[src/rtl/fan_acoustic_pkg.sv]
// Constants, field layout and ramp table of the acoustic smoothing block
package fan_acoustic_pkg;

	// -----------------------------------------------------------------
	// Register map
	// -----------------------------------------------------------------
	localparam logic [7:0] ACOUSTIC_ONE_ADDR  = 8'h62; // Ramp control one
	localparam logic [7:0] RAMP_CONFIG_ADDR   = 8'h70; // Lock and slowdown
	localparam logic [7:0] RAMP_STATUS_ADDR   = 8'h71; // Ramped duty readback
	localparam logic [7:0] ACOUSTIC_ONE_RESET = 8'h00;
	localparam logic [7:0] RAMP_CONFIG_RESET  = 8'h00;
	localparam logic [7:0] READ_ZERO          = 8'h00;

	// -----------------------------------------------------------------
	// Field positions
	// -----------------------------------------------------------------
	localparam int RATE_LSB         = 0; // Ramp rate code, three bits
	localparam int RATE_MSB         = 2;
	localparam int SMOOTH_BIT       = 3; // Remote one smoothing enable
	localparam int TACH_ALIGN_BIT   = 4; // Tachometer grouping
	localparam int FLOOR_ONE_BIT    = 5; // Floor select, output one
	localparam int FLOOR_TWO_BIT    = 6; // Floor select, output two
	localparam int FLOOR_THREE_BIT  = 7; // Floor select, output three
	localparam int CFG_LOCK_BIT     = 0; // Set-only write lock
	localparam int CFG_SLOW_BIT     = 1; // Slow ramp option
	localparam int CFG_QUARTER_BIT  = 2; // Further slowdown by four

	// -----------------------------------------------------------------
	// Timing
	// -----------------------------------------------------------------
	localparam longint CLK_MHZ           = 250;
	localparam longint RAMP_FULL_FAST_MS = 37500; // 0 to 100 percent
	localparam longint RAMP_FULL_SLOW_MS = 52200; // Same, slow option
	localparam longint DUTY_FULL_STEPS   = 255;   // Single-step sweep
	localparam logic [1:0] QUARTER_LAST  = 2'h3;  // Four slots per step
	// One slot is the sweep time divided by the steps of a unit ramp
	localparam longint SLOT_FAST_CYCLES =
		(RAMP_FULL_FAST_MS * 1000 * CLK_MHZ) / DUTY_FULL_STEPS;
	localparam longint SLOT_SLOW_CYCLES =
		(RAMP_FULL_SLOW_MS * 1000 * CLK_MHZ) / DUTY_FULL_STEPS;

	// Duty increment per ramp step for each ramp rate code
	function automatic logic [7:0] ramp_increment(input logic [2:0] code);
		case (code)
			3'h0:    ramp_increment = 8'h01;
			3'h1:    ramp_increment = 8'h02;
			3'h2:    ramp_increment = 8'h03;
			3'h3:    ramp_increment = 8'h04;
			3'h4:    ramp_increment = 8'h08;
			3'h5:    ramp_increment = 8'h0C;
			3'h6:    ramp_increment = 8'h18;
			default: ramp_increment = 8'h30;
		endcase
	endfunction : ramp_increment

endpackage : fan_acoustic_pkg

[src/rtl/ramp_slot_timer.sv]
// Time slot generator with slow option and divide-by-four prescale
`timescale 1ns/1ns
module ramp_slot_timer #(
	parameter int unsigned FAST_CYCLES = 32'd36764705,
	parameter int unsigned SLOW_CYCLES = 32'd51176470
) (
	input  wire logic core_clk_i,
	input  wire logic rst_n_i,
	input  wire logic slow_i,       // Slow ramp option
	input  wire logic quarter_i,    // Further slowdown by four
	output logic      slot_tick_o,  // One pulse per time slot
	output logic      ramp_tick_o   // One pulse per ramp step
);

	initial begin
		if (FAST_CYCLES < 2 || SLOW_CYCLES < 2)
			$error("slot periods must be at least two cycles");
	end

	logic [31:0] count;     // Cycles within the slot
	logic        slow_q;    // Slow option seen last cycle
	logic [1:0]  prescale;  // Slots within a quartered step
	logic [31:0] period;    // Active slot length
	logic        wrap;      // Last cycle of a slot
	logic        changed;   // Slow option just toggled

	assign period  = slow_i ? SLOW_CYCLES : FAST_CYCLES;
	assign changed = slow_i != slow_q;
	assign wrap    = count == period - 32'h1;

	// -----------------------------------------------------------------
	// Slot counter; a mode change restarts the slot cleanly
	// -----------------------------------------------------------------
	always_ff @(posedge core_clk_i or negedge rst_n_i) begin
		if (!rst_n_i) begin
			count       <= 32'h0;
			slow_q      <= 1'b0;
			slot_tick_o <= 1'b0;
		end else begin
			slow_q <= slow_i;
			if (changed || wrap) begin
				count <= 32'h0;
			end else begin
				count <= count + 32'h1;
			end
			slot_tick_o <= wrap && !changed;
		end
	end

	// -----------------------------------------------------------------
	// Quarter prescale: only every fourth slot moves the duty
	// -----------------------------------------------------------------
	always_ff @(posedge core_clk_i or negedge rst_n_i) begin
		if (!rst_n_i) begin
			prescale    <= 2'h0;
			ramp_tick_o <= 1'b0;
		end else begin
			if (wrap && !changed) begin
				prescale <= prescale + 2'h1;
			end
			ramp_tick_o <= wrap && !changed &&
				(!quarter_i || prescale == fan_acoustic_pkg::QUARTER_LAST);
		end
	end

endmodule : ramp_slot_timer

[src/rtl/duty_ramp_limiter.sv]
// Rate limiter that walks the duty toward its target one ramp step at a time
`timescale 1ns/1ns
module duty_ramp_limiter (
	input  wire logic       core_clk_i,
	input  wire logic       rst_n_i,
	input  wire logic       tick_i,    // One ramp step may be taken
	input  wire logic       smooth_i,  // Smoothing enabled
	input  wire logic [2:0] code_i,    // Ramp rate code
	input  wire logic [7:0] target_i,  // Newly computed duty
	output logic      [7:0] duty_o     // Ramped duty
);

	logic [7:0] step;       // Increment for the current code
	logic [7:0] distance;   // Gap between duty and target
	logic [7:0] next_duty;  // Duty after this cycle

	// -----------------------------------------------------------------
	// Next duty: clamp the step so the target is never overshot
	// -----------------------------------------------------------------
	always_comb begin
		step      = fan_acoustic_pkg::ramp_increment(code_i);
		distance  = (target_i > duty_o) ? target_i - duty_o
		                                : duty_o - target_i;
		next_duty = duty_o;
		if (!smooth_i) begin
			next_duty = target_i;
		end else if (tick_i) begin
			if (distance <= step) begin
				next_duty = target_i;
			end else if (target_i > duty_o) begin
				next_duty = duty_o + step;
			end else begin
				next_duty = duty_o - step;
			end
		end
	end

	always_ff @(posedge core_clk_i or negedge rst_n_i) begin
		if (!rst_n_i) begin
			duty_o <= 8'h00;
		end else begin
			duty_o <= next_duty;
		end
	end

endmodule : duty_ramp_limiter

[src/rtl/fan_drive_acoustic_smoothing.sv]
// Acoustic smoothing, tachometer grouping and floor control of fan drives
//
// Function
// - Remote one duty ramps gradually to target
// - Codes give steps 1..48; 37.5 s sweep
// - Slow option stretches sweep to 52.2 s
// - Smoothing enable bit gates remote one ramping
// - Alignment bit picks tachometer grouping on drive three
// - Output one floor: off or minimum duty
// - Output two floor: off or minimum duty
// - Output three floor: off or minimum duty
// - Lock makes control register read-only
// - Slowdown bit divides ramp rate by four
`timescale 1ns/1ns
module fan_drive_acoustic_smoothing #(
	parameter int unsigned SLOT_FAST_CYCLES =
		32'(fan_acoustic_pkg::SLOT_FAST_CYCLES),
	parameter int unsigned SLOT_SLOW_CYCLES =
		32'(fan_acoustic_pkg::SLOT_SLOW_CYCLES)
) (
	input  wire logic       core_clk_i,
	input  wire logic       rst_n_i,
	input  wire logic [7:0] reg_addr_i,            // Register address
	input  wire logic [7:0] reg_wdata_i,           // Write data
	input  wire logic       reg_wr_i,              // Write strobe
	input  wire logic       reg_rd_i,              // Read strobe
	output logic      [7:0] reg_rdata_o,           // Read data, next cycle
	input  wire logic [7:0] remote_one_target_i,   // Remote one duty
	input  wire logic [7:0] bypass_duty_i,         // Duty from other sources
	input  wire logic [2:0] remote_one_controls_i, // Output follows remote one
	input  wire logic [2:0] auto_mode_i,           // Output in automatic mode
	input  wire logic [2:0] below_floor_i,         // Below minimum - hysteresis
	input  wire logic [7:0] min_duty_one_i,        // Programmed minimum duty
	input  wire logic [7:0] min_duty_two_i,
	input  wire logic [7:0] min_duty_three_i,
	output logic      [7:0] fan_drive_one_o,       // Duty to output one
	output logic      [7:0] fan_drive_two_o,
	output logic      [7:0] fan_drive_three_o,
	output logic            speed_sense_two_aligned_o,
	output logic            speed_sense_three_aligned_o,
	output logic            speed_sense_four_aligned_o
);

	initial begin
		if (SLOT_FAST_CYCLES < 2 || SLOT_SLOW_CYCLES < 2)
			$error("slot periods must be at least two cycles");
	end

	// -----------------------------------------------------------------
	// Declarations
	// -----------------------------------------------------------------
	logic [7:0] acoustic_ramp_control_one; // Control register
	logic [7:0] ramp_config;               // Lock and slowdown bits
	logic       locked;                    // Writes to control refused
	logic       slot_tick;                 // One pulse per slot
	logic       ramp_tick;                 // One pulse per ramp step
	logic [7:0] ramped_duty;               // Limited remote one duty
	logic [2:0] ramp_rate_code;            // Field views
	logic       remote_one_smoothing_on;
	logic       drive_one_floor_select;
	logic       drive_two_floor_select;
	logic       drive_three_floor_select;
	logic       slow_ramp;
	logic       quarter_ramp;

	assign ramp_rate_code = acoustic_ramp_control_one[
		fan_acoustic_pkg::RATE_MSB:fan_acoustic_pkg::RATE_LSB];
	assign remote_one_smoothing_on =
		acoustic_ramp_control_one[fan_acoustic_pkg::SMOOTH_BIT];
	assign drive_one_floor_select =
		acoustic_ramp_control_one[fan_acoustic_pkg::FLOOR_ONE_BIT];
	assign drive_two_floor_select =
		acoustic_ramp_control_one[fan_acoustic_pkg::FLOOR_TWO_BIT];
	assign drive_three_floor_select =
		acoustic_ramp_control_one[fan_acoustic_pkg::FLOOR_THREE_BIT];
	assign locked       = ramp_config[fan_acoustic_pkg::CFG_LOCK_BIT];
	assign slow_ramp    = ramp_config[fan_acoustic_pkg::CFG_SLOW_BIT];
	assign quarter_ramp = ramp_config[fan_acoustic_pkg::CFG_QUARTER_BIT];

	// Duty to one output after the floor decision below the threshold
	function automatic logic [7:0] floor_duty(
		input logic       auto_mode,
		input logic       below,
		input logic       floor_sel,
		input logic [7:0] min_duty,
		input logic [7:0] duty
	);
		if (auto_mode && below) begin
			floor_duty = floor_sel ? min_duty : 8'h00;
		end else begin
			floor_duty = duty;
		end
	endfunction : floor_duty

	// -----------------------------------------------------------------
	// Register writes
	// -----------------------------------------------------------------
	// Control register: once locked it only changes through reset
	always_ff @(posedge core_clk_i or negedge rst_n_i) begin
		if (!rst_n_i) begin
			acoustic_ramp_control_one <= fan_acoustic_pkg::ACOUSTIC_ONE_RESET;
		end else if (reg_wr_i && !locked &&
			reg_addr_i == fan_acoustic_pkg::ACOUSTIC_ONE_ADDR) begin
			acoustic_ramp_control_one <= reg_wdata_i;
		end
	end

	// Config register: lock is set-only so software cannot undo it
	always_ff @(posedge core_clk_i or negedge rst_n_i) begin
		if (!rst_n_i) begin
			ramp_config <= fan_acoustic_pkg::RAMP_CONFIG_RESET;
		end else if (reg_wr_i && !locked &&
			reg_addr_i == fan_acoustic_pkg::RAMP_CONFIG_ADDR) begin
			ramp_config <= {5'h00, reg_wdata_i[2:0]};
		end
	end

	// -----------------------------------------------------------------
	// Register reads, data one cycle after the strobe
	// -----------------------------------------------------------------
	always_ff @(posedge core_clk_i or negedge rst_n_i) begin
		if (!rst_n_i) begin
			reg_rdata_o <= fan_acoustic_pkg::READ_ZERO;
		end else if (reg_rd_i) begin
			case (reg_addr_i)
				fan_acoustic_pkg::ACOUSTIC_ONE_ADDR:
					reg_rdata_o <= acoustic_ramp_control_one;
				fan_acoustic_pkg::RAMP_CONFIG_ADDR:
					reg_rdata_o <= ramp_config;
				fan_acoustic_pkg::RAMP_STATUS_ADDR:
					reg_rdata_o <= ramped_duty;
				// Unmapped addresses read as zero
				default:
					reg_rdata_o <= fan_acoustic_pkg::READ_ZERO;
			endcase
		end else begin
			reg_rdata_o <= fan_acoustic_pkg::READ_ZERO;
		end
	end

	// -----------------------------------------------------------------
	// Slot timing and ramp limiter
	// -----------------------------------------------------------------
	// Slow option stretches the slot, slowdown passes one slot in four
	ramp_slot_timer #(
		.FAST_CYCLES (SLOT_FAST_CYCLES),
		.SLOW_CYCLES (SLOT_SLOW_CYCLES)
	) slot_timer (
		.core_clk_i  (core_clk_i),
		.rst_n_i     (rst_n_i),
		.slow_i      (slow_ramp),
		.quarter_i   (quarter_ramp),
		.slot_tick_o (slot_tick),
		.ramp_tick_o (ramp_tick)
	);

	// Remote one duty walks toward its target at the coded rate
	duty_ramp_limiter ramp_limiter (
		.core_clk_i (core_clk_i),
		.rst_n_i    (rst_n_i),
		.tick_i     (ramp_tick),
		.smooth_i   (remote_one_smoothing_on),
		.code_i     (ramp_rate_code),
		.target_i   (remote_one_target_i),
		.duty_o     (ramped_duty)
	);

	// -----------------------------------------------------------------
	// Fan drive outputs with floor behaviour
	// -----------------------------------------------------------------
	// Floor bit one holds the minimum, zero drops the output to 0%
	always_ff @(posedge core_clk_i or negedge rst_n_i) begin
		if (!rst_n_i) begin
			fan_drive_one_o   <= 8'h00;
			fan_drive_two_o   <= 8'h00;
			fan_drive_three_o <= 8'h00;
		end else begin
			fan_drive_one_o <= floor_duty(auto_mode_i[0], below_floor_i[0],
				drive_one_floor_select, min_duty_one_i,
				remote_one_controls_i[0] ? ramped_duty : bypass_duty_i);
			fan_drive_two_o <= floor_duty(auto_mode_i[1], below_floor_i[1],
				drive_two_floor_select, min_duty_two_i,
				remote_one_controls_i[1] ? ramped_duty : bypass_duty_i);
			fan_drive_three_o <= floor_duty(auto_mode_i[2],
				below_floor_i[2], drive_three_floor_select,
				min_duty_three_i,
				remote_one_controls_i[2] ? ramped_duty : bypass_duty_i);
		end
	end

	// -----------------------------------------------------------------
	// Tachometer grouping on drive three
	// -----------------------------------------------------------------
	// Three and four always follow drive three; two joins when set
	always_ff @(posedge core_clk_i or negedge rst_n_i) begin
		if (!rst_n_i) begin
			speed_sense_two_aligned_o   <= 1'b0;
			speed_sense_three_aligned_o <= 1'b0;
			speed_sense_four_aligned_o  <= 1'b0;
		end else begin
			speed_sense_two_aligned_o <=
				acoustic_ramp_control_one[fan_acoustic_pkg::TACH_ALIGN_BIT];
			speed_sense_three_aligned_o <= 1'b1;
			speed_sense_four_aligned_o  <= 1'b1;
		end
	end

	// -----------------------------------------------------------------
	// Assertions and their helper logic
	// -----------------------------------------------------------------
	// Slot spacing is only checked once a tick has followed a mode change
	logic [31:0] slot_gap;
	logic        slot_armed;
	logic        slow_prev;

	always_ff @(posedge core_clk_i or negedge rst_n_i) begin
		if (!rst_n_i) begin
			slot_gap   <= 32'h0;
			slot_armed <= 1'b0;
			slow_prev  <= 1'b0;
		end else begin
			slow_prev <= slow_ramp;
			slot_gap  <= (slot_tick || slow_ramp != slow_prev) ? 32'h0
			                                                  : slot_gap + 32'h1;
			if (slow_ramp != slow_prev) begin
				slot_armed <= 1'b0;
			end else if (slot_tick) begin
				slot_armed <= 1'b1;
			end
		end
	end

	ramp_step_a: assert property (
		@(posedge core_clk_i) disable iff (!rst_n_i)
		(remote_one_smoothing_on && ramp_tick &&
		 remote_one_target_i > ramped_duty &&
		 remote_one_target_i - ramped_duty >
		 fan_acoustic_pkg::ramp_increment(ramp_rate_code))
		|=> ramped_duty == $past(ramped_duty) +
		    fan_acoustic_pkg::ramp_increment($past(ramp_rate_code)))
		else $error("ramped duty did not rise by the coded step");

	ramp_hold_a: assert property (
		@(posedge core_clk_i) disable iff (!rst_n_i)
		(remote_one_smoothing_on && !ramp_tick)
		|=> $stable(ramped_duty))
		else $error("ramped duty moved outside a ramp step");

	smooth_off_a: assert property (
		@(posedge core_clk_i) disable iff (!rst_n_i)
		!remote_one_smoothing_on
		|=> ramped_duty == $past(remote_one_target_i))
		else $error("duty did not follow target with smoothing off");

	slow_slot_a: assert property (
		@(posedge core_clk_i) disable iff (!rst_n_i)
		(slot_tick && slot_armed && slow_ramp && slow_ramp == slow_prev)
		|-> slot_gap == SLOT_SLOW_CYCLES - 32'h1)
		else $error("slow slot length is wrong");

	quarter_tick_a: assert property (@(posedge core_clk_i)
		disable iff (!rst_n_i)
		(quarter_ramp && ramp_tick) |-> slot_tick)
		else $error("ramp step without a slot under slowdown");

	tach_group_a: assert property (@(posedge core_clk_i)
		disable iff (!rst_n_i)
		rst_n_i |=> speed_sense_two_aligned_o ==
		$past(acoustic_ramp_control_one[fan_acoustic_pkg::TACH_ALIGN_BIT])
		&& speed_sense_three_aligned_o && speed_sense_four_aligned_o)
		else $error("tachometer grouping does not match control bit");

	floor_one_a: assert property (
		@(posedge core_clk_i) disable iff (!rst_n_i)
		(auto_mode_i[0] && below_floor_i[0])
		|=> fan_drive_one_o == ($past(drive_one_floor_select) ?
		    $past(min_duty_one_i) : 8'h00))
		else $error("output one floor duty is wrong");

	floor_two_a: assert property (
		@(posedge core_clk_i) disable iff (!rst_n_i)
		(auto_mode_i[1] && below_floor_i[1] && drive_two_floor_select)
		|=> fan_drive_two_o == $past(min_duty_two_i))
		else $error("output two did not hold its minimum");

	floor_three_a: assert property (@(posedge core_clk_i)
		disable iff (!rst_n_i)
		(auto_mode_i[2] && below_floor_i[2] && !drive_three_floor_select)
		|=> fan_drive_three_o == 8'h00)
		else $error("output three did not turn off");

	floor_min_a: assert property (
		@(posedge core_clk_i) disable iff (!rst_n_i)
		(auto_mode_i[0] && below_floor_i[0] && drive_one_floor_select)
		|=> fan_drive_one_o == $past(min_duty_one_i))
		else $error("floor bit one did not hold minimum");

	lock_hold_a: assert property (
		@(posedge core_clk_i) disable iff (!rst_n_i)
		locked |=> $stable(acoustic_ramp_control_one) && locked)
		else $error("control register changed while locked");

	// Slot phase is free when slowdown starts, so skip the first two steps
	logic [2:0] slots_since_step;
	logic [1:0] quarter_seen;

	always_ff @(posedge core_clk_i or negedge rst_n_i) begin
		if (!rst_n_i) begin
			slots_since_step <= 3'h0;
			quarter_seen     <= 2'h0;
		end else begin
			slots_since_step <= ramp_tick ? 3'h0
				: slots_since_step + {2'h0, slot_tick};
			if (!quarter_ramp) begin
				quarter_seen <= 2'h0;
			end else if (ramp_tick && quarter_seen != 2'h2) begin
				quarter_seen <= quarter_seen + 2'h1;
			end
		end
	end

	quarter_gap_a: assert property (@(posedge core_clk_i)
		disable iff (!rst_n_i)
		(quarter_ramp && quarter_seen == 2'h2 && ramp_tick)
		|-> slots_since_step == 3'h3)
		else $error("slowdown step not four slots apart");

endmodule : fan_drive_acoustic_smoothing

[config.mk]
export PLATFORM = sky130hd
export DESIGN_NAME = fan_drive_acoustic_smoothing
export DESIGN_NICKNAME = d
export VERILOG_FILES = /design/src/rtl/fan_acoustic_pkg.sv /design/src/rtl/ramp_slot_timer.sv /design/src/rtl/duty_ramp_limiter.sv /design/src/rtl/fan_drive_acoustic_smoothing.sv
export SDC_FILE = /design/constraint.sdc
export NUM_CORES = 1
export LEC_CHECK = 0
export BUFFER_PORTS_ARGS = -buffer_cell sky130_fd_sc_hd__buf_4
export CORE_ASPECT_RATIO = 0.5
export CORE_UTILIZATION = 45
export DETAILED_ROUTE_END_ITERATION = 8
export GPL_TIMING_DRIVEN = 1
export PLACE_DENSITY = 0.64
export SLEW_MARGIN = 20
export SYNTH_ARGS = -nofsm -noshare
export SYNTH_HDL_FRONTEND = slang
export SYNTH_HIERARCHICAL = 1
export SYNTH_SLANG_ARGS = --single-unit
[constraint.sdc]
create_clock -name core_clk_i -period 5.3 [get_ports core_clk_i]
set_clock_uncertainty 0.2 [all_clocks]
set_input_delay 0.265 -clock core_clk_i [delete_from_list [all_inputs] [get_ports core_clk_i]]
set_output_delay 0.265 -clock core_clk_i [all_outputs]
set_load 0.005 [all_outputs]
==> After elaboration in Yosys (flattened, before gate mapping) <==
Index checks and enable logic that the tools add are counted.
{ "totals": {"register_bits": 89, "latchBits": 0, "ramBits": 0, "rom_bits": 0, "inputBits": 69, "out_inout_bits": 35, "wordCells": 68, "n_memories": 0} }
{ "op_classes": {"add_sub_neg": 7, "mul": 0, "n_div": 0, "n_lt_le_gt_ge": 2, "n_eq_ne": 13, "shifts": 0, "mux": 19, "n_bitwise": 0, "reduce_logical": 14} }
{ "op_table": {"columns": ["op", "n"], "rows": [
  ["two-way mux 8 bit", 15],
  ["one-hot mux 6 bit (7 select lines)", 1],
  ["adder 32 x 1 -> 32 bit (second input constant)", 1],
  ["equality test 32 bit", 1],
  ["two-way mux 32 bit", 1],
  ["subtractor 32 x 1 -> 32 bit (second input constant)", 1],
  ["two-way mux 25 bit", 1],
  ["equality test 8 x 7 -> 1 bit (second input constant)", 3],
  ["one-hot mux 8 bit (3 select lines)", 1],
  ["subtractor 8 bit", 2],
  ["equality test 3 bit (second input constant)", 3],
  ["adder 8 x 6 -> 8 bit", 1],
  ["greater-than comparator 8 bit", 1],
  ["<= comparator 8 x 6 -> 1 bit", 1],
  ["logical AND 1 bit", 8],
  ["subtractor 8 x 6 -> 8 bit", 1],
  ["equality test 3 x 2 -> 1 bit (second input constant)", 2],
  ["equality test 3 x 1 -> 1 bit (second input constant)", 1],
  ["zero test 1 bit", 3],
  ["zero test 3 bit", 1],
  ["adder 2 x 1 -> 2 bit (second input constant)", 1],
  ["equality test 2 bit (second input constant)", 1],
  ["logical OR 1 bit", 2],
  ["!= test 2 x 1 -> 1 bit (second input constant)", 1],
  ["!= test 1 bit", 1]
]} }

==> Logic depth before layout (Yosys ltp) <==
Gate-level depths: netlist of run 1.
{ "depth": {"word_depth": 7, "mapped_depth": 20, "ltp_nobuf": 19} }

==> Hierarchy <==
The synthesis of run 1 kept the hierarchy.
{ "modules_own_cells": {"columns": ["mod", "instances", "cells_each", "area_each_um2", "seq_area_each_um2"], "rows": [
  ["ramp_slot_timer", 1, 210, 2090.8, 925.9],
  ["fan_drive_acoustic_smoothing", 1, 175, 2049.5, 1126.1],
  ["duty_ramp_limiter", 1, 225, 1724.2, 200.2]
]} }

==> Worst setup path before layout of run 1 <==
OpenSTA, ideal clock, no wires.
{ "synth_timing": {"path_type": "register to register", "startpoint": "register ramp_limiter.duty_o[1]", "endpoint": "register ramp_limiter.duty_o[0]", "setup_ns": 0.124, "arrival_ns": 3.924, "required_time_ns": 4.976, "setup_slack_ns": 1.052, "path_stages_with_launch": 18, "n_path_buf": 2, "period_less_slack_ns": 4.248, "path_cell_list": "dfrtp_1 > inv_1 > fa_1 > a21o_1 > a21oi_2 > o21ai_1 > nand2_2 > buf_2 > mux2_2 > ha_1 > nor2b_1 > o21ai_0 > a21oi_1 > a2111oi_2 > o32ai_2 > or2_1 > buf_6 > a211o_1"} }
{ "synth_via": {"elab_chain_len": 6, "elab_cells_between_ends": 9, "cone_classes": "add/sub: 2; order compare: 2; mux: 5"} }
{ "synth_rtl": {"columns": ["element", "line", "text"], "rows": [
  ["start: declaration", "duty_ramp_limiter.sv:10", "output logic [7:0] duty_o"],
  ["start signal: assignment", "duty_ramp_limiter.sv:42", "duty_o <= next_duty;"],
  ["subtractor 8 bit, or another cell as far along", "duty_ramp_limiter.sv:23", ": duty_o - target_i;"],
  ["two-way mux 8 bit", "duty_ramp_limiter.sv:22", "distance = (target_i > duty_o) ? target_i - duty_o"],
  ["<= comparator 8 x 6 -> 1 bit", "duty_ramp_limiter.sv:28", "if (distance <= step) begin"],
  ["two-way mux 8 bit *", "duty_ramp_limiter.sv:28", null],
  ["two-way mux 8 bit *", "duty_ramp_limiter.sv:27", "end else if (tick_i) begin"],
  ["two-way mux 8 bit *", "duty_ramp_limiter.sv:25", "if (!smooth_i) begin"]
]} }
Mark *: on every way between the ends. The rest lies on a longest branch, timed or not. The select of a mux whose other input is x is not followed.
A chain may end at the register's enable or synchronous reset.

==> Worst setup path in the final report of run 1 <==
Ends and elaborated chain as after synthesis.

==> impl_metrics.env, run 1 <==
export IMPL_status="completed"
export IMPL_yosys_warnings=6
export IMPL_crit_required_ns=5.33
export IMPL_post_cts_buffers=0
export IMPL_worstSetupEndpoint="ramp_limiter/duty_o[0]$_DFFE_PN0P_"
export IMPL_cts_repair_resized=0
export IMPL_grt_pass1_vias=4956
export IMPL_overflow=0
export IMPL_clkLatencyLatePin_ns=0.35
export IMPL_n_fill_cell=1045
export IMPL_drive_gt1_share_pct=21.50
export IMPL_tightest_slew_ns=0.8862
export IMPL_finalSetupTns_ns=0
export IMPL_max_freq_ghz=0.2151
export IMPL_whs_ns=0.003632
export IMPL_antenna_found_initial=0
export IMPL_peakVddDrop_mv=0.2973
export IMPL_reg2reg_to="ramp_limiter/duty_o[0]$_DFFE_PN0P_"
export IMPL_max_cap_viol_count=0
export IMPL_fin_crit_ns=4.648
export IMPL_port_buffers=103
export IMPL_synth_cell_area_um2=5839
export IMPL_crit_type="flop to flop"
export IMPL_dr_pass1_iters=4
export IMPL_drt_initial_drc_count=278
export IMPL_clkSinkCount=89
export IMPL_wl_met1_um=7252
export IMPL_synth_nets=711
export IMPL_wl_per_cell_um=18.02
export IMPL_routed_wl_met3_um=527
export IMPL_grt_usage_pct=24.59
export IMPL_grt_pass1_wl_um=25380
export IMPL_drt_total_wl_um=15960
export IMPL_start_util_pct=47.76
export IMPL_coreArea_um2=12230
export IMPL_via_per_inst=5.738
export IMPL_hpwl_um=11310
export IMPL_die_width_um=163.1
export IMPL_num_rows=28
export IMPL_timing_final_crit_share_pct=87.70
export IMPL_grt_max_degree=71
export IMPL_diodes=0
export IMPL_met2_length_um=7873
export IMPL_slew_headroom_pct=40.92
export IMPL_layout_commonest_cell="buf_4"
export IMPL_r2r_slack_ns=0.65
export IMPL_ff2ff_path_depth=15
export IMPL_post_synth_cell_area_avg_um2=9.588
export IMPL_cts_path_max_buffers=2
export IMPL_slew_viol_final=0
export IMPL_vias=5084
export IMPL_nNetsFinal=820
export IMPL_cp_data_arrival_time_ns=4.68
export IMPL_place_gp_congestion=0.8764
export IMPL_worstSetupEndpointType="flop"
export IMPL_crit_fanout=15
export IMPL_die_area_um2=13460
export IMPL_finalSetupViolations=0
export IMPL_drc=0
export IMPL_cts_tree="yes"
export IMPL_finalHoldViolCount=0
export IMPL_cts_max_level=3
export IMPL_cts_buffers=9
export IMPL_ios=104
export IMPL_synthCells=609
export IMPL_crit_start="ramp_limiter/duty_o[1]$_DFFE_PN0P_"
export IMPL_hold_path_class="input port to flop"
export IMPL_crit_path_start_kind="flop"
export IMPL_area_delta_synth_final_pct=24.45
export IMPL_leakage_uw=0.003233
export IMPL_ant_nets=0
export IMPL_reg2reg_from="ramp_limiter/duty_o[1]$_DFFE_PN0P_"
export IMPL_chipHeight_um=82.55
export IMPL_topRoutingLayerUsed="met4"
export IMPL_layout_common_cells="buf_4, dfrtp_1, o21ai_0, nand3_1, mux2i_1"
export IMPL_rsz0062_at_grt="false"
export IMPL_cts_root_buf="clkbuf_16"
export IMPL_p_per_area_nw_per_um2=373.5
export IMPL_path_clk_slew_ns=0.06
[worst max-delay path: stages, from the launching register on]
cell,delay (ns)
dfrtp_1,0.57
inv_1,0.14
fa_1,0.44
a21o_1,0.22
a21oi_2,0.17
o21ai_1,0.14
nand2_2,0.34
mux2_2,0.39
ha_1,0.28
nor2b_1,0.13
o21ai_0,0.13
a21oi_1,0.09
a2111oi_2,0.37
o32ai_2,0.19
or2_1,0.41
a211o_1,0.31
[routing by layer]
metal | global-route usage, % | vias up
met5 | 0 | -
met4 | 9.533 | 0
met3 | 4.545 | 24
met2 | 43.28 | 110
met1 | 30.48 | 2488
li1 | - | 2462
[through the flow]
step | cells | setup WS, ns | utilization [%] | cell area [um2] | total power, uW
after floorplan | 609 | 1.052 | - | 5839 | 1734
after global placement | 840 | 0.7967 | 54.48 | 6661 | 2048
after detailed placement | 840 | 0.7004 | 54.48 | 6661 | 2054
after CTS | 886 | 0.6740 | 59.44 | 7267 | 2716
after global routing | 886 | 0.3849 | 59.44 | 7267 | 2895
final | 886 | 0.6519 | 59.44 | 7267 | 2714
[power breakdown]
group	switching (uW)	internal (uW)	leakage, uW
logic	637	552	0.00193
clock network	262	372	0.000137
registers	129	763	0.00117
total	1030	1690	0.00323
[sequential cells by signal, indices dropped and copies added (netlist names)]
name,flops
reg_rdata_o,8
fan_drive_one_o,8
slot_timer/slow_q,1
acoustic_ramp_control_one,8
ramp_limiter/duty_o,8
fan_drive_three_o,8
speed_sense_two_aligned_o,1
ramp_config,3
slot_timer/count,32
fan_drive_two_o,8
slot_timer/ramp_tick_o,1
speed_sense_four_aligned_o,1
slot_timer/prescale,2
[timing repair]
item / in CTS / in global routing
setup endpoints to repair: 0 / 0
hold buffers: 32 / 0
endpoints found under the hold margin: 53 / 0
[cell type report]
type,count,area (um2),area share (%)
clock inverters,3,42.54,0.5854
flip-flops and latches,89,2227,30.65
well taps,165,206.4,2.841
repair buffers,138,1116,15.36
inverters,32,120.1,1.653
multi-input cells,448,3312,45.58
clock buffers,11,242.7,3.340
[worst min-delay path by stage]
| stage | start | endpoint | slack [ns] | cells past startpoint |
|---|---|---|---|---|
| after floorplan | rst_n_i | acoustic_ramp_control_one[0]$_DFFE_PN0P_ | -0.23 | 0 |
| after global placement | rst_n_i | slot_timer/count[13]$_DFF_PN0_ | -0.04 | 1 |
| after detailed placement | rst_n_i | slot_timer/count[13]$_DFF_PN0_ | -0.03 | 1 |
| after CTS | min_duty_one_i[0] | fan_drive_one_o[0]$_DFF_PN0_ | 0.005 | 3 |
| after global routing | min_duty_one_i[0] | fan_drive_one_o[0]$_DFF_PN0_ | 0.006 | 3 |
| final | min_duty_one_i[0] | fan_drive_one_o[0]$_DFF_PN0_ | 0.004 | 3 |
(Power assumes the default switching activity.)
==> inputs of run 2 (changes only) <==
--- a/config.mk
+++ b/config.mk
@@ -11,6 +11,7 @@
 export DETAILED_ROUTE_END_ITERATION = 8
 export GPL_TIMING_DRIVEN = 1
 export PLACE_DENSITY = 0.64
+export RECOVER_POWER = 100
 export SLEW_MARGIN = 20
 export SYNTH_ARGS = -nofsm -noshare
 export SYNTH_HDL_FRONTEND = slang
==> run 2 against run 1 <==
  * The flow now finishes with violations (capacitance limit, slew limit)
  * Clock power is essentially flat
  * Final area shrank 1.9%
  * Critical path depth is the same
  * Setup slack lost 0.17 ns
  * Combinational power is essentially flat
  * Clock-buffer cell count is the same
  * Maximum frequency shrank 3.5%
  * Via count is essentially flat
  * Critical endpoint unchanged
==> impl_metrics.env, run 2 (same netlist as run 1, synthesis figures left out) <==
export IMPL_status="finished with violations"
export IMPL_failed_checks="capacitance limit, slew limit"
export IMPL_hold_path_class="input port to flop"
export IMPL_min_from="min_duty_one_i[0]"
export IMPL_post_route_util_pct=58.28
export IMPL_finalSetupTns_ns=0
export IMPL_crit_start="ramp_limiter/duty_o[1]$_DFFE_PN0P_"
export IMPL_drc=0
export IMPL_crit_path_start_kind="flop"
export IMPL_clkSinkCount=89
export IMPL_rsz0062_at_grt="false"
export IMPL_setup_slack_ns=0.4822
export IMPL_cp_data_arrival_time_ns=4.85
export IMPL_overflow=0
export IMPL_p_per_area_nw_per_um2=376.9
export IMPL_reg2reg_from="ramp_limiter/duty_o[1]$_DFFE_PN0P_"
export IMPL_crit_fanout=15
export IMPL_coreArea_um2=12230
export IMPL_worst_path_most_repeated_cell="o21ai_0"
export IMPL_path_cells="inv_1 > fa_1 > a21o_1 > a21oi_2 > o21ai_0 > nand2_2 > mux2_2 > ha_1 > nor2b_1 > o21ai_0 > a21oi_1 > a2111oi_2 > o32ai_1 > or2_0 > a211o_1"
export IMPL_finalHoldViolCount=0
export IMPL_ant_nets=0
export IMPL_drive_gt1_share_pct=17.89
export IMPL_place_gp_congestion=0.8764
export IMPL_post_cts_buffers=0
export IMPL_via_per_inst=5.736
export IMPL_tightest_slew_ns=1.728
export IMPL_holdBufCountCts=32
export IMPL_slowest_delay_ns=0.57
export IMPL_vias=5082
export IMPL_die_width_um=163.1
export IMPL_finalSetupViolations=0
export IMPL_max_freq_ghz=0.2076
export IMPL_pre_cts_ws_ns=0.7004
export IMPL_port_buffers=103
export IMPL_drt_total_wl_um=15970
export IMPL_timing_final_crit_share_pct=90.90
export IMPL_cts_root_buf="clkbuf_16"
export IMPL_top_register="slot_timer/count"
export IMPL_start_util_pct=47.76
export IMPL_dr_pass1_iters=4
export IMPL_num_rows=28
export IMPL_slew_headroom_pct=-15.22
export IMPL_fin_crit_ns=4.818
export IMPL_area_delta_synth_final_pct=22.03
export IMPL_clkLatencyLatePin_ns=0.35
export IMPL_layout_commonest_cell="dfrtp_1"
export IMPL_antenna_found_initial=0
export IMPL_cts_repair_resized=0
export IMPL_worstSetupEndpointType="flop"
export IMPL_hpwl_um=11310
export IMPL_path_clk_slew_ns=0.06
export IMPL_die_area_um2=13460
export IMPL_drt_initial_drc_count=334
export IMPL_grt_max_degree=71
export IMPL_slew_viol_final=72
export IMPL_cts_tree="yes"
export IMPL_grt_usage_pct=24.59
export IMPL_cp_slowest_cell="dfrtp_1"
export IMPL_crit_type="flop to flop"
export IMPL_nNetsFinal=820
export IMPL_layout_common_cells="dfrtp_1, buf_4, o21ai_0, nand3_1, mux2i_1"
export IMPL_chipHeight_um=82.55
export IMPL_diodes=0
export IMPL_grt_pass1_vias=4956
export IMPL_crit_required_ns=5.33
export IMPL_ios=104
export IMPL_n_fill_cell=1064
export IMPL_wl_per_cell_um=18.03
export IMPL_grt_pass1_wl_um=25380
export IMPL_cts_buffers=9
export IMPL_largest_register_ffs=32
export IMPL_cts_path_max_buffers=2
export IMPL_whs_ns=0.004657
export IMPL_leakage_uw=0.003139
export IMPL_cts_max_level=3
export IMPL_peakVddDrop_mv=0.2943
export IMPL_max_cap_viol_count=2
run 2: cell count changes in the layout (fill, tap and decap cells not counted), moves of 2 or more:
| cell | previous run | this run |
|---|---|---|
| a211oi_2 | 5 | 3 |
| clkbuf_4 | 0 | 24 |
| clkbuf_1 | 1 | 16 |
| buf_4 | 106 | 66 |
| a211oi_1 | 12 | 15 |
| mux2_1 | 0 | 3 |
| mux2_4 | 2 | 0 |
run 2: critical path: cells and delay by family (launching register included):
| family | cells | cell delay [ns] |
|---|---|---|
| AOI/OAI and AO/OA | 8 | 1.72 |
| and+or+nand+nor | 3 | 0.96 |
| adders and majority gates | 2 | 0.72 |
| DFF | 1 | 0.57 |
| muxes | 1 | 0.39 |
| buffers and inverters | 1 | 0.14 |
run 2: cell type report:
type | count | area [um2] | area share [%]
Multi-Input combinational cell | 448 | 3229 | 45.32
Sequential cell | 89 | 2227 | 31.26
Timing Repair Buffer | 138 | 1057 | 14.84
Clock buffer | 11 | 242.7 | 3.407
Tap cell | 165 | 206.4 | 2.897
Inverter | 32 | 120.1 | 1.686
Clock inverter | 3 | 42.54 | 0.5970
run 2: path summary, 6_finish.rpt:
check | slack [ns] | endpoint | depth (start not counted)
min in group asynchronous | 0.45 | slot_timer/count[13]$_DFF_PN0_ | 2
worst min-delay path | 0.005 | fan_drive_one_o[0]$_DFF_PN0_ | 3
worst max-delay path | 0.48 | ramp_limiter/duty_o[0]$_DFFE_PN0P_ | 15
max in group asynchronous | 2.17 | fan_drive_three_o[5]$_DFF_PN0_ | 3
worst max register to register | 0.48 | ramp_limiter/duty_o[0]$_DFFE_PN0P_ | 15
worst min register to register | 0.24 | speed_sense_two_aligned_o$_DFF_PN0_ | 0
run 2: metrics by stage:
stage                     instance area (um2)  total power (uW)  instances
after floorplan                          5839              1734        609
after global placement                   6661              2048        840
after detailed placement                 6661              2054        840
after CTS                                7267              2716        886
after global routing                     7126              2864        886
final                                    7126              2686        886
run 2: routing by layer:
metal	track usage [%]	routed length, um	vias to the layer above	part of all wire, %
met5	0	0	-	0
met4	9.533	252	0	1.6
met3	4.545	585	20	3.7
met2	43.28	7900	112	49
met1	30.48	7233	2484	45
li1	-	-	2466	-
run 2: power breakdown:
part           switching [uW]  internal, uW  total (uW)
Clock                     261           372         633
Combinational             630           531        1160
Sequential                129           763         892
==> inputs of run 3 (changes only) <==
--- a/config.mk
+++ b/config.mk
@@ -7,6 +7,7 @@
 export LEC_CHECK = 0
 export BUFFER_PORTS_ARGS = -buffer_cell sky130_fd_sc_hd__buf_4
 export CORE_ASPECT_RATIO = 0.5
+export CORE_MARGIN = 3
 export CORE_UTILIZATION = 45
 export DETAILED_ROUTE_END_ITERATION = 8
 export GPL_TIMING_DRIVEN = 1
==> run 3 against run 2 <==
  * The flow still finishes with violations (capacitance limit, slew limit)
  * Power grew 3.4%
  * Maximum frequency is 1.6% higher
  * Worst hold slack improved by 0.025 ns
  * Register-to-register slack gained 0.07 ns
  * Final cell count is 0.34% higher
  * Sequential share of layout area shrank 0.21 points
  * Die area up 7.4%
  * Clock power up 14%
  * Largest cell class unchanged
  * Sequential cell count stayed put
==> impl_metrics.env, run 3 (same netlist as run 1, synthesis figures left out) <==
export IMPL_status="finished with violations"
export IMPL_failed_checks="capacitance limit, slew limit"
export IMPL_coreArea_um2=12230
export IMPL_grt_pass1_vias=5156
export IMPL_overflow=0
export IMPL_dr_pass1_iters=6
export IMPL_post_route_util_pct=58.67
export IMPL_slew_headroom_pct=-21.19
export IMPL_nNetsFinal=821
export IMPL_swShare_pct=38.10
export IMPL_cts_root_buf="clkbuf_16"
export IMPL_dp_cells=840
export IMPL_place_area_um2=6661
export IMPL_diodes=0
export IMPL_antenna_found_initial=0
export IMPL_crit_fanout=15
export IMPL_cts_tree="yes"
export IMPL_ant_nets=0
export IMPL_fin_crit_ns=4.744
export IMPL_die_width_um=167.1
export IMPL_rsz0062_at_grt="false"
export IMPL_finalSetupTns_ns=0
export IMPL_drt_total_wl_um=16200
export IMPL_max_cap_viol_count=1
export IMPL_cp_data_arrival_time_ns=4.77
export IMPL_finalNonFillerCells=889
export IMPL_grt_max_degree=74
export IMPL_port_buffers=103
export IMPL_drive_gt1_share_pct=17.82
export IMPL_crit_path_start_kind="flop"
export IMPL_peakVddDrop_mv=0.2621
export IMPL_die_area_um2=14460
export IMPL_num_rows=28
export IMPL_finalSetupViolations=0
export IMPL_clkSinkCount=89
export IMPL_grt_usage_pct=22.80
export IMPL_n_fill_cell=1083
export IMPL_finalHoldViolCount=0
export IMPL_via_per_inst=5.764
export IMPL_pwr_share_comb_pct=42.0
export IMPL_final_cell_area_um2=7173
export IMPL_p_int_uw=1720
export IMPL_drt_initial_drc_count=422
export IMPL_cts_max_level=3
export IMPL_p_clk_share_pct=26.0
export IMPL_p_per_area_nw_per_um2=387.3
export IMPL_drc=0
export IMPL_tightest_slew_ns=1.818
export IMPL_hpwl_um=11630
export IMPL_start_util_pct=47.76
export IMPL_cts_buffers=9
export IMPL_p_sw_uw=1059
export IMPL_crit_type="flop to flop"
export IMPL_slew_viol_final=74
export IMPL_hold_path_class="input port to flop"
export IMPL_ios=104
export IMPL_pwr_share_seq_pct=32.1
export IMPL_wl_per_cell_um=18.22
export IMPL_worstSetupEndpointType="flop"
export IMPL_clkLatencyLatePin_ns=0.34
export IMPL_timing_final_crit_share_pct=89.51
export IMPL_crit_required_ns=5.33
export IMPL_top_register="slot_timer/count"
export IMPL_largest_register_ffs=32
export IMPL_layout_commonest_cell="dfrtp_1"
export IMPL_cts_path_max_buffers=2
export IMPL_leakage_uw=0.003161
export IMPL_whs_ns=0.02927
export IMPL_grt_pass1_wl_um=26810
export IMPL_area_delta_synth_final_pct=22.84
export IMPL_max_freq_ghz=0.2108
export IMPL_place_gp_congestion=0.9145
export IMPL_path_clk_slew_ns=0.07
export IMPL_layout_common_cells="dfrtp_1, buf_4, o21ai_0, nand3_1"
export IMPL_vias=5124
export IMPL_chipHeight_um=86.55
==> run 3: cell count changes in the layout (fill, tap and decap cells not counted) <==
cell,change
clkinv_2,-1
a21oi_2,-1
a21oi_1,+1
a211oi_2,-1
a211oi_1,+1
o21ai_1,+1
dlygate4sd3_1,+1
buf_4,-1
o21ai_0,-1
inv_8,+1
bufinv_16,+1
inv_6,+2
==> run 3: final timing paths <==
| check | cells after the start | from | to | slack, ns |
|---|---|---|---|---|
| max in group asynchronous | 3 | rst_n_i | ramp_limiter/duty_o[0]$_DFFE_PN0P_ | 2.17 |
| setup / recovery | 15 | ramp_limiter/duty_o[1]$_DFFE_PN0P_ | ramp_limiter/duty_o[2]$_DFFE_PN0P_ | 0.56 |
| hold reg to reg | 0 | acoustic_ramp_control_one[4]$_DFFE_PN0P_ | speed_sense_two_aligned_o$_DFF_PN0_ | 0.26 |
| min in group asynchronous | 2 | rst_n_i | slot_timer/count[13]$_DFF_PN0_ | 0.41 |
| hold / removal | 3 | remote_one_target_i[5] | ramp_limiter/duty_o[5]$_DFFE_PN0P_ | 0.03 |
| setup reg to reg | 15 | ramp_limiter/duty_o[1]$_DFFE_PN0P_ | ramp_limiter/duty_o[2]$_DFFE_PN0P_ | 0.56 |
==> run 3: routing by layer <==
metal	vias up	part of all wire (%)	track usage, %
li1	2473	-	-
met1	2534	45	29.47
met2	99	51	41.33
met3	18	2.8	3.326
met4	0	1.2	4.940
met5	-	0	0
==> run 3: critical path: stages, from the launching register on <==
cell and delay, ns:
dfrtp_1 0.56, inv_1 0.14, fa_1 0.43, a21o_1 0.20, a21oi_1 0.19, o21ai_1 0.16
nand2_2 0.30, mux2_2 0.39, ha_1 0.28, nor2b_1 0.13, o21ai_0 0.14, a21oi_1 0.10
a2111oi_2 0.35, o32ai_1 0.23, or2_0 0.48, a211o_1 0.34
==> run 3: power groups by stage <==
stage | clock (uW) | combinational, uW | sequential [uW]
after CTS | 736 | 1190 | 891
after floorplan | 0 | 881 | 853
after global placement | 0 | 1150 | 901
final | 721 | 1170 | 891
after detailed placement | 0 | 1160 | 904
after global routing | 761 | 1300 | 906
==> run 3: final cells by class <==
cell class,instances,area [um2],share of cell area [%]
Clock buffer,10,239.0,3.332
Clock inverter,6,96.34,1.343
Inverter,32,120.1,1.675
Multi-Input combinational cell,448,3221,44.90
Sequential cell,89,2227,31.05
Tap cell,165,206.4,2.878
Timing Repair Buffer,139,1064,14.83
==> run 3: what timing repair did <==
action	in CTS	in global routing
resized for setup	0	0
hold buffers	33	0
setup buffers	0	0
endpoints found under the hold margin	51	0
==> run 3: metrics by stage <==
stage,power (uW),setup WS (ns)
6_report,2778,0.5561
5_1_grt,2969,0.2038
3_5_place_dp,2061,0.7477
3_3_place_gp,2048,0.8109
2_1_floorplan,1734,1.052
4_1_cts,2818,0.7051
